File: config.mk
export PLATFORM = sky130hd
export DESIGN_NAME = ccrs_regs
export DESIGN_NICKNAME = d
export VERILOG_FILES = /design/src/rtl/ccrs_pkg.sv /design/src/rtl/ccrs_pos_store.sv /design/src/rtl/ccrs_regs.sv
export VERILOG_INCLUDE_DIRS = /design/src /design/src/rtl
export SDC_FILE = /design/constraint.sdc
export NUM_CORES = 1
export LEC_CHECK = 0
export BUFFER_PORTS_ARGS = -buffer_cell sky130_fd_sc_hd__clkbuf_2
export CORE_ASPECT_RATIO = 0.6
export CORE_MARGIN = 3
export CORE_UTILIZATION = 50
export DETAILED_ROUTE_END_ITERATION = 10
export GPL_TIMING_DRIVEN = 0
export PLACE_DENSITY = 0.72
export SYNTH_ARGS = -nofsm -noshare
export SYNTH_HDL_FRONTEND = slang
export SYNTH_SLANG_ARGS = --single-unit
File: constraint.sdc
create_clock -name core_clk_in -period 4.86 [get_ports core_clk_in]
set_clock_uncertainty 0.2 [all_clocks]
set_input_delay 0.243 -clock core_clk_in [delete_from_list [all_inputs] [get_ports core_clk_in]]
set_output_delay 0.243 -clock core_clk_in [all_outputs]
set_load 0.02 [all_outputs]
File: src/rtl/ccrs_consts.svh
`ifndef CCRS_CONSTS_SVH
`define CCRS_CONSTS_SVH
`define CCRS_ADDR_EDGE_POS_LO 8'h2C
`define CCRS_ADDR_EDGE_POS_MID 8'h2D
`define CCRS_ADDR_EDGE_POS_HI 8'h2E
`define CCRS_ADDR_DELAY_SEL 8'h29
`define CCRS_ADDR_FS_LO 8'h30
`define CCRS_ADDR_FS_HI 8'h31
`define CCRS_ADDR_PWR1 8'h37
`define CCRS_ADDR_PWR2 8'h38
`define CCRS_ADDR_PWR3 8'h39
`define CCRS_ADDR_PWR4 8'h3A
`define CCRS_ADDR_TS_CTRL 8'h3B
`define CCRS_ADDR_REFO_CTRL 8'h3C
`define CCRS_ADDR_FBDIV1 8'h3D
`define CCRS_RST_FS 16'hA000
`define CCRS_RST_PWR 8'h4B
`define CCRS_PWR_LOW 8'h46
`define CCRS_PWR_HIGH 8'h4B
`define CCRS_RST_TS 8'h00
`define CCRS_RST_REFO 8'h01
`define CCRS_RST_FBDIV1 8'h00
`define CCRS_RST_DELAY_SEL 4'h0
`define CCRS_RST_EDGE_POS 24'h000000
`define CCRS_BIT_TS_RECV 0
`define CCRS_BIT_TS_TERM 1
`define CCRS_BIT_REFO_EN 0
`endif

File: src/rtl/ccrs_pkg.sv
package ccrs_pkg;
	typedef enum logic [1:0] {
		CCRS_MODE_HIGH_PERF = 2'h0,
		CCRS_MODE_LOW_POWER = 2'h1,
		CCRS_MODE_RESERVED = 2'h3
	} ccrs_mode_t;
	typedef struct packed {
		logic wr;
		logic rd;
		logic [7:0] addr;
		logic [7:0] wdata;
	} ccrs_req_t;
endpackage

File: src/rtl/ccrs_pos_store.sv
`timescale 1ns/1ps
`default_nettype none
`include "ccrs_consts.svh"
// Captured edge position; never written from the register port
module ccrs_pos_store (
	input wire logic core_clk_in,
	input wire logic resetn_in,
	input wire logic capture_in,
	input wire logic [23:0] pos_in,
	output logic [23:0] pos_out
);
	logic [23:0] pos_ff;
	logic [23:0] nxt_pos;
	always_comb begin
		nxt_pos = capture_in ? pos_in : pos_ff;
	end
	always_ff @(posedge core_clk_in) begin
		if (!resetn_in) begin
			pos_ff <= `CCRS_RST_EDGE_POS;
		end else begin
			pos_ff <= nxt_pos;
		end
	end
	assign pos_out = pos_ff;
endmodule
`default_nettype wire

File: src/rtl/ccrs_regs.sv
`timescale 1ns/1ps
`default_nettype none
`include "ccrs_consts.svh"
// Behaviour
// - 24-bit read-only edge position, resets zero
// - 16-bit full-scale code, reset A000, single output
// - Power code resets 4B; 46 low power
// - Timestamp bit 0 enables receiver, reset 0
// - Reference output driven when enabled and PLL on
// - Reference output enable resets to one
// - 4-bit delay select, resets zero
module ccrs_regs (
	input wire logic core_clk_in,
	input wire logic resetn_in,
	input wire ccrs_pkg::ccrs_req_t req_in,
	output logic [7:0] rdata_out,
	input wire logic pos_capture_in,
	input wire logic [23:0] pos_value_in,
	input wire logic pll_enable_in,
	input wire logic cal_enable_in,
	input wire logic serial_link_enable_in,
	output logic [15:0] full_scale_code_out,
	output logic [3:0] alignment_delay_select_out,
	output ccrs_pkg::ccrs_mode_t power_mode_out,
	output logic power_codes_mismatch_out,
	output logic mode_write_unsafe_out,
	output logic timestamp_receiver_enable_out,
	output logic timestamp_termination_mode_out,
	output logic reference_clock_output_enable_out,
	output logic [7:0] synth_feedback_divider_one_out
);
	logic [15:0] fs_ff, nxt_fs;
	logic [7:0] pwr_ff [4];
	logic [7:0] nxt_pwr [4];
	logic [7:0] ts_ff, nxt_ts;
	logic [7:0] refo_ff, nxt_refo;
	logic [7:0] fbdiv_ff, nxt_fbdiv;
	logic [3:0] dsel_ff, nxt_dsel;
	logic [7:0] rdata_ff, nxt_rdata;
	logic unsafe_ff, nxt_unsafe;
	logic [23:0] pos;

	function automatic ccrs_pkg::ccrs_mode_t decode_mode(input logic [7:0] code);
		if (code == `CCRS_PWR_LOW) begin
			return ccrs_pkg::CCRS_MODE_LOW_POWER;
		end else if (code == `CCRS_PWR_HIGH) begin
			return ccrs_pkg::CCRS_MODE_HIGH_PERF;
		end
		return ccrs_pkg::CCRS_MODE_RESERVED;
	endfunction

	function automatic logic is_wr(input ccrs_pkg::ccrs_req_t r, input logic [7:0] a);
		return r.wr && (r.addr == a);
	endfunction

	ccrs_pos_store u_pos (
		.core_clk_in(core_clk_in),
		.resetn_in(resetn_in),
		.capture_in(pos_capture_in),
		.pos_in(pos_value_in),
		.pos_out(pos)
	);

	always_comb begin
		nxt_fs = fs_ff;
		nxt_ts = ts_ff;
		nxt_refo = refo_ff;
		nxt_fbdiv = fbdiv_ff;
		nxt_dsel = dsel_ff;
		if (is_wr(req_in, `CCRS_ADDR_FS_LO)) begin
			nxt_fs[7:0] = req_in.wdata;
		end
		if (is_wr(req_in, `CCRS_ADDR_FS_HI)) begin
			nxt_fs[15:8] = req_in.wdata;
		end
		if (is_wr(req_in, `CCRS_ADDR_TS_CTRL)) begin
			nxt_ts = req_in.wdata;
		end
		if (is_wr(req_in, `CCRS_ADDR_REFO_CTRL)) begin
			nxt_refo = req_in.wdata;
		end
		if (is_wr(req_in, `CCRS_ADDR_FBDIV1)) begin
			nxt_fbdiv = req_in.wdata;
		end
		if (is_wr(req_in, `CCRS_ADDR_DELAY_SEL)) begin
			nxt_dsel = req_in.wdata[3:0];
		end
	end

	// Power code write while calibration or link is live is still stored, but flagged
	always_comb begin
		nxt_unsafe = unsafe_ff;
		for (int i = 0; i < 4; i++) begin
			nxt_pwr[i] = pwr_ff[i];
			if (is_wr(req_in, 8'(`CCRS_ADDR_PWR1 + i))) begin
				nxt_pwr[i] = req_in.wdata;
				if (cal_enable_in || serial_link_enable_in) begin
					nxt_unsafe = 1'b1;
				end
			end
		end
	end

	// Reads are a mux registered into rdata_ff; the position word has no read side effect
	always_comb begin
		case (req_in.addr)
			`CCRS_ADDR_EDGE_POS_LO: nxt_rdata = pos[7:0];
			`CCRS_ADDR_EDGE_POS_MID: nxt_rdata = pos[15:8];
			`CCRS_ADDR_EDGE_POS_HI: nxt_rdata = pos[23:16];
			`CCRS_ADDR_DELAY_SEL: nxt_rdata = {4'h0, dsel_ff};
			`CCRS_ADDR_FS_LO: nxt_rdata = fs_ff[7:0];
			`CCRS_ADDR_FS_HI: nxt_rdata = fs_ff[15:8];
			`CCRS_ADDR_PWR1: nxt_rdata = pwr_ff[0];
			`CCRS_ADDR_PWR2: nxt_rdata = pwr_ff[1];
			`CCRS_ADDR_PWR3: nxt_rdata = pwr_ff[2];
			`CCRS_ADDR_PWR4: nxt_rdata = pwr_ff[3];
			`CCRS_ADDR_TS_CTRL: nxt_rdata = ts_ff;
			`CCRS_ADDR_REFO_CTRL: nxt_rdata = refo_ff;
			`CCRS_ADDR_FBDIV1: nxt_rdata = fbdiv_ff;
			default: nxt_rdata = 8'h00;
		endcase
		if (!req_in.rd) begin
			nxt_rdata = rdata_ff;
		end
	end

	always_ff @(posedge core_clk_in) begin
		if (!resetn_in) begin
			fs_ff <= `CCRS_RST_FS;
			ts_ff <= `CCRS_RST_TS;
			refo_ff <= `CCRS_RST_REFO;
			fbdiv_ff <= `CCRS_RST_FBDIV1;
			dsel_ff <= `CCRS_RST_DELAY_SEL;
			rdata_ff <= 8'h00;
			unsafe_ff <= 1'b0;
			for (int i = 0; i < 4; i++) begin
				pwr_ff[i] <= `CCRS_RST_PWR;
			end
		end else begin
			fs_ff <= nxt_fs;
			ts_ff <= nxt_ts;
			refo_ff <= nxt_refo;
			fbdiv_ff <= nxt_fbdiv;
			dsel_ff <= nxt_dsel;
			rdata_ff <= nxt_rdata;
			unsafe_ff <= nxt_unsafe;
			for (int i = 0; i < 4; i++) begin
				pwr_ff[i] <= nxt_pwr[i];
			end
		end
	end

	assign rdata_out = rdata_ff;
	assign full_scale_code_out = fs_ff;
	assign alignment_delay_select_out = dsel_ff;
	assign power_mode_out = decode_mode(pwr_ff[0]);
	// Exposes a partial four-code update so the analog side can hold its mode
	assign power_codes_mismatch_out = (pwr_ff[1] != pwr_ff[0]) || (pwr_ff[2] != pwr_ff[0]) ||
		(pwr_ff[3] != pwr_ff[0]);
	assign mode_write_unsafe_out = unsafe_ff;
	assign timestamp_receiver_enable_out = ts_ff[`CCRS_BIT_TS_RECV];
	assign timestamp_termination_mode_out = ts_ff[`CCRS_BIT_TS_TERM];
	assign reference_clock_output_enable_out = refo_ff[`CCRS_BIT_REFO_EN] && pll_enable_in;
	assign synth_feedback_divider_one_out = fbdiv_ff;

	chk_fs_reset_value: assert property (@(posedge core_clk_in)
		!resetn_in |=> fs_ff == 16'hA000) else $error("full-scale reset value wrong");
	chk_pwr_reset_high: assert property (@(posedge core_clk_in)
		!resetn_in |=> power_mode_out == ccrs_pkg::CCRS_MODE_HIGH_PERF) else $error("power mode reset wrong");
	chk_pwr_low_decode: assert property (@(posedge core_clk_in) disable iff (!resetn_in)
		is_wr(req_in, 8'h37) && req_in.wdata == 8'h46 |=> power_mode_out == ccrs_pkg::CCRS_MODE_LOW_POWER)
		else $error("low power code not decoded");
	chk_ts_enable_bit: assert property (@(posedge core_clk_in) disable iff (!resetn_in)
		is_wr(req_in, 8'h3B) |=> timestamp_receiver_enable_out == $past(req_in.wdata[0]))
		else $error("timestamp enable does not follow bit 0");
	chk_ts_reset_off: assert property (@(posedge core_clk_in)
		!resetn_in |=> !timestamp_receiver_enable_out) else $error("timestamp receiver on after reset");
	chk_refo_gating: assert property (@(posedge core_clk_in) disable iff (!resetn_in)
		is_wr(req_in, 8'h3C) |=> reference_clock_output_enable_out == ($past(req_in.wdata[0]) && pll_enable_in))
		else $error("reference gating wrong");
	chk_refo_reset_on: assert property (@(posedge core_clk_in)
		!resetn_in ##1 pll_enable_in |-> reference_clock_output_enable_out) else $error("reference not on by default");
	chk_dsel_width: assert property (@(posedge core_clk_in) disable iff (!resetn_in)
		is_wr(req_in, 8'h29) |=> alignment_delay_select_out == $past(req_in.wdata[3:0]))
		else $error("delay select not stored");
	chk_pos_write_ignored: assert property (@(posedge core_clk_in) disable iff (!resetn_in)
		is_wr(req_in, 8'h2C) && !pos_capture_in |=> $stable(pos)) else $error("position changed by write");
	chk_pos_read_back: assert property (@(posedge core_clk_in) disable iff (!resetn_in)
		req_in.rd && req_in.addr == 8'h2E |=> rdata_out == $past(pos[23:16])) else $error("position read wrong");
	chk_pos_capture_load: assert property (@(posedge core_clk_in) disable iff (!resetn_in)
		pos_capture_in |=> pos == $past(pos_value_in)) else $error("position capture not loaded");
	chk_pos_reset_zero: assert property (@(posedge core_clk_in)
		!resetn_in |=> pos == 24'h000000) else $error("position not zero after reset");
	chk_pos_read_lo: assert property (@(posedge core_clk_in) disable iff (!resetn_in)
		req_in.rd && req_in.addr == 8'h2C |=> rdata_out == $past(pos[7:0]))
		else $error("position low byte read wrong");
	chk_fs_lo_write: assert property (@(posedge core_clk_in) disable iff (!resetn_in)
		is_wr(req_in, 8'h30) |=> full_scale_code_out[7:0] == $past(req_in.wdata))
		else $error("full-scale low byte not stored");
	chk_fs_hi_write: assert property (@(posedge core_clk_in) disable iff (!resetn_in)
		is_wr(req_in, 8'h31) |=> full_scale_code_out[15:8] == $past(req_in.wdata))
		else $error("full-scale high byte not stored");
	chk_pwr_high_decode: assert property (@(posedge core_clk_in) disable iff (!resetn_in)
		is_wr(req_in, 8'h37) && req_in.wdata == 8'h4B |=> power_mode_out == ccrs_pkg::CCRS_MODE_HIGH_PERF)
		else $error("high performance code not decoded");
	chk_pwr_reserved: assert property (@(posedge core_clk_in) disable iff (!resetn_in)
		is_wr(req_in, 8'h37) && req_in.wdata != 8'h46 && req_in.wdata != 8'h4B |=>
		power_mode_out == ccrs_pkg::CCRS_MODE_RESERVED) else $error("reserved code not flagged");
	chk_unsafe_set: assert property (@(posedge core_clk_in) disable iff (!resetn_in)
		is_wr(req_in, 8'h37) && (cal_enable_in || serial_link_enable_in) |=> mode_write_unsafe_out)
		else $error("unsafe power write not flagged");
	chk_unsafe_sticky: assert property (@(posedge core_clk_in) disable iff (!resetn_in)
		mode_write_unsafe_out |=> mode_write_unsafe_out) else $error("unsafe flag cleared without reset");
	cov_low_power: cover property (@(posedge core_clk_in) power_mode_out == ccrs_pkg::CCRS_MODE_LOW_POWER);
	cov_reserved_mode: cover property (@(posedge core_clk_in) power_mode_out == ccrs_pkg::CCRS_MODE_RESERVED);
	cov_unsafe_write: cover property (@(posedge core_clk_in) $rose(mode_write_unsafe_out));
	cov_pos_capture: cover property (@(posedge core_clk_in) pos_capture_in ##2 req_in.wr);
endmodule
`default_nettype wire

# --- Word-level counts from Yosys, hierarchy flattened ---
# Memories as Yosys holds them, arrays and structs flattened.
# Cells that the tools add are included.
word_totals:
  regBits: 77
  latch_bits: 0
  mem_bits_rw: 32
  rom_bits: 0
  inputBits: 48
  output_inout_bits: 43
  word_cells: 70
  memories: 1
memory_table:
  columns: ["name", "words", "word_bits", "rd", "rd_ports_with_merged_regs", "write_ports", "line", "source"]
  rows:
  - ["pwr_ff", 4, 8, 4, 0, 4, "ccrs_regs.sv:33", "logic [7:0] pwr_ff [4];"]
op_classes:
  n_addsub: 0
  multipliers: 0
  n_div: 0
  magnitude_cmp: 0
  n_eq_ne: 18
  shift: 0
  n_mux: 24
  bitwise: 4
  n_reduce_logical: 14
op_table:
  columns: ["operator", "count"]
  rows:
  - ["$eq 8x6->1 const B", 13]
  - ["$pmux 8 s13", 1]
  - ["$mux 8", 8]
  - ["$ne 8x8->1", 3]
  - ["$eq 8x7->1 const B", 2]
  - ["$mux 1", 12]
  - ["$logic_and 1x1->1", 11]
  - ["$mux 2", 3]
  - ["$or 1x1->1", 4]
  - ["$logic_or 1x1->1", 3]

# --- Logic depth before layout (Yosys ltp) ---
logic_depth:
  ltp_word: 9
  ltp_mapped: 9
  mapped_depth_nobuf: 5

# --- Cells and area by module ---
# Synthesis repeated with hierarchy kept, for this count alone.
hier_totals:
  hier_cells: 611
  hier_area_um2: 5665.4
by_module_without_submodules:
  columns: ["mod", "n_inst", "cells_per_inst", "area_each_um2", "seq_area_each_um2"]
  rows:
  - ["ccrs_regs", 1, 534, 4735.8, 1701.6]
  - ["ccrs_pos_store", 1, 77, 929.6, 480.5]

# --- Worst setup path before layout ---
# No wires, ideal clock.
synth_path:
  kind: "input port to flip-flop"
  from: "input port req_in[12] in the netlist's numbering"
  to: "register rdata_ff[1], in the netlist rdata_out[1]"
  setup_time_ps: 88
  arrival_time_ps: 1530
  t_required_ps: 4572
  slack_ps: 3042
  path_stages: 7
  n_path_buf: 2
  cell_sequence: "buf_6 -> nor4b_4 -> and2b_1 -> buf_4 -> a22oi_1 -> a211o_1 -> a311oi_2"
synth_between:
  elab_chain_cells: 2
  word_cells_on_any_way: 14
  classes_between: "eq/ne: 13; mux: 1"
synth_rtl:
  columns: ["element", "line", "source"]
  rows:
  - ["from (decl)", "ccrs_regs.sv:15", "input wire ccrs_pkg::ccrs_req_t req_in,"]
  - ["$eq 8x6->1", "ccrs_regs.sv:106", "case (req_in.addr)"]
  - ["$pmux 8 s13 *", "ccrs_regs.sv:106", null]
  - ["to (signal assigned)", "ccrs_regs.sv:145", "rdata_ff <= nxt_rdata;"]
  - ["to (decl)", "ccrs_regs.sv:39", "logic [7:0] rdata_ff, nxt_rdata;"]
# Every way passes the cells marked *; elsewhere a longest branch is shown, timed or not.
# A chain may end at the register's enable or synchronous reset.

==> flow_summary_export.csv <==
group,metric,value,unit
cells_and_area,drive_gt1_frac,0.200,
clock_network,cts_resized,0,
placed_design,dp_slack,2.45,ns
worst_setup_path,worstPathMaxFanout,4,
worst_setup_path,ff2ff_path_depth,4,
clock_network,cts_tree,"built",
synthesis,synth_mux_area_frac,0.192,
timing,setup_slack,2.27,ns
synthesis,synthFlopType,"dfxtp_1",
cells_and_area,fin_cells,816,
worst_setup_path,worstPathCellList,"or4_1 -> a221oi_1 -> nand3_1 -> clkbuf_2",
drt,postRouteAntennaNets,0,
drt,top_layer_used,"met4",
floorplanning,die_h,86.8,um
worst_setup_path,r2r_slack,3.16,ns
cells_and_area,nFillCells,869,
synthesis,synth_edf_count,0,
synthesis,synth_compound_area_frac,0.119,
grt,grt_pass1_wl,28400,um
synthesis,synth_warnings,0,
drt,vias,5085,
synthesis,synth.area.top_cells,"dfxtp_1 (40%), mux2i_1 (17%), nor2b_1 (8.7%)",
placed_design,port_buffers,77,
grt,grt_pass1_vias,4816,
clock_network,cts_made_buffers,9,
worst_setup_path,critPathRequiredTime,4.42,ns
min_path,worstHoldPathCells,3,
synthesis,synth_top_area_cell,"dfxtp_1",
floorplanning,rows,28,
floorplanning,io_pins,91,
timing,rsz0062_at_grt,"false",
synthesis,synth-seq-area-share,0.401,
synthesis,syn_area,5440,um^2
drt,route.detailed.drc,0,
grt,overflow,0,
outcome,violations,"negative hold slack",
power_and_ir_drop,p_per_area,291,nW/um^2
worst_setup_path,worstSetupPathType,"flip-flop to output port",
worst_setup_path,cp.arrival,2.15,ns
timing,finalSetupTns,0,ns
floorplanning,start_util,0.532,
synthesis,synth_top_family_by_area,"simple AND/OR/NAND/NOR gates",
clock_network,clk_latency,0.36,ns
synthesis,synthCells,565,
drt,drtIter0Drc,611,
cells_and_area,syn2layout_area_growth,20.4,%
timing,whs,-0.000973,ns
synthesis,ys_types,59,
placed_design,gp_congestion,0.971,
clock_network,post_cts_buffers,0,
clock_network,cts_root_buf,"clkbuf_16",
power_and_ir_drop,peakVddDrop,333,uV
worst_setup_path,crit_start,"pwr_ff[0][28]",
grt,grt_max_degree,19,
timing,slew_headroom,0.394,
placed_design,dpl.hpwl,13800,um
clock_network,cts_max_level,3,
clock_network,cts.sinks,109,
drt,wl_met3,2530,um
cells_and_area,utilization,0.640,
placed_design,dpl.cell_count,777,
timing,setup_viol,0,
synthesis,synth.most_common_cell,"dfxtp_1",
grt,grt_antenna_before_repair,0,
floorplanning,core-area,10200,um^2
power_and_ir_drop,leakagePower,2.98,nW
worst_setup_path,r2r_end,"rdata_out[0]",
power_and_ir_drop,power,1.91,mW
floorplanning,die-width,141,um
drt,via_per_inst,6.23,
worst_setup_path,cp_slowest_cell,"or4_1",
timing,finalMaxSlewViolations,0,
min_path,hold_class,"primary input to flip-flop",
outcome,outcome,"finished with violations",
synthesis,synth_seq_cells,109,
worst_setup_path,crit_path_max_incr_delay,0.54,ns
worst_setup_path,end_kind,"output port",
timing,finalCriticalPeriod,2.59,ns
cells_and_area,antenna_cells,0,
drt,routed_wl,19000,um
drt,met2_length,7770,um
synthesis,avgSynthCellArea,9.63,um^2
synthesis,synth-xor-area-share,0.00644,
clock_network,clkTransAtPathRegs,0.08,ns
synthesis,netlist.area_leader.share,0.401,
synthesis,yosys-top-cells-count,"dfxtp_1 (109), mux2i_1 (93), nor2b_1 (76)",
flow_run,maxCapViolations,0,
drt,met1_length,8460,um
grt,grt_usage,0.311,
synthesis,yosys.area_share.adder,0,
timing,finalCritPeriodShare,0.533,
floorplanning,die-area,12200,um^2
worst_setup_path,worstSetupEndpoint,"power_codes_mismatch_out",
drt,wl_per_cell,23.3,um
timing,tightest_slew,0.909,ns
synthesis,async_flop_share,0,
clock_network,cts_hold_buffers,23,
drt,firstDrtPassIters,6,
synthesis,syn-num-nets,613,
timing,final_hold_viol_count,1,
cells_and_area,nets,724,
timing,fmax,386,MHz
clock_network,cts_max_path_buffers,2,
synthesis,synth-simple-area-share,0.237,
worst_setup_path,cp-start-kind,"flip-flop",
worst_setup_path,timing.rr.start,"refo_ff[0]",
==> cells by family (layout without fill, tap and decap cells) <==
kind of cell / Yosys count / in the layout
and+or+nand+nor: 220 / 220
DFF: 109 / 109
muxes: 100 / 100
AOI/OAI and AO/OA: 80 / 80
buffers and inverters: 52 / 168
xor gates and xnor gates: 4 / 4
==> layout by cell type, fill, tap and decap left out, types with 9 or more instances in the layout <==
| master | instances |
|---|---|
| nand2_1 | 48 |
| clkbuf_1 | 26 |
| nor2b_1 | 76 |
| dfxtp_1 | 109 |
| nor2_1 | 18 |
| clkbuf_2 | 77 |
| mux2i_1 | 93 |
| clkbuf_16 | 9 |
| and3_1 | 9 |
| nand3_1 | 17 |
| buf_2 | 16 |
| dlygate4sd3_1 | 23 |
==> where the power goes <==
group          switching (mW)  total (mW)  internal [mW]
clock network           0.357       0.814          0.457
logic                   0.107       0.179         0.0723
registers             0.00929       0.914          0.905
==> worst max-delay path: cells and delay by family, from the launching register on <==
kind / cells / cell delay [ns]
and+or+nand+nor: 2 / 0.72
DFF: 1 / 0.35
buffers and inverters: 1 / 0.19
AOI/OAI and AO/OA: 1 / 0.53
==> metal layers <==
layer / vias up / track usage
li1: 2264 / -
met2: 317 / 0.446
met4: 0 / 0.0730
met5: - / 0
met3: 32 / 0.106
met1: 2472 / 0.450
==> worst min path at each step <==
| stage | slack [ns] | from | end |
|---|---|---|---|
| CTS | 0.0003 | pos_value_in[23] | u_pos.pos_out[23] |
| detailed placement | 0.25 | mode_write_unsafe_out | mode_write_unsafe_out |
| global route | 0.02 | pos_value_in[23] | u_pos.pos_out[23] |
| floorplan | 0.21 | pos_value_in[16] | u_pos.pos_out[16] |
| finish | -0.001 | pos_value_in[23] | u_pos.pos_out[23] |
| global placement | 0.25 | mode_write_unsafe_out | mode_write_unsafe_out |
==> through the flow <==
stage                     instance area, um^2  hold WS, ns
after global placement                   5990        0.246
after global routing                     6550       0.0193
final                                    6550    -0.000973
after floorplan                          5440        0.212
after detailed placement                 5990        0.255
after CTS                                6550     0.000334
==> state kept, by name, summed over array words and instances (netlist names) <==
| name | flops |
|---|---|
| u_pos.pos_out | 24 |
| alignment_delay_select_out | 4 |
| rdata_out | 8 |
| pwr_ff | 32 |
| full_scale_code_out | 16 |
| refo_ff | 8 |
| ts_ff | 8 |
| synth_feedback_divider_one_out | 8 |
| mode_write_unsafe_out | 1 |
==> final cells by class <==
class | instances | area, um^2 | share of cell area
tap | 135 | 169 | 0.0258
timing repair buffer | 100 | 616 | 0.0940
inverter | 4 | 15.0 | 0.00229
sequential | 109 | 2180 | 0.333
clock inverter | 6 | 93.8 | 0.0143
buffer | 48 | 230 | 0.0352
multi-input combinational | 404 | 3010 | 0.460
clock buffer | 10 | 229 | 0.0350
(Power assumes the default switching activity.)
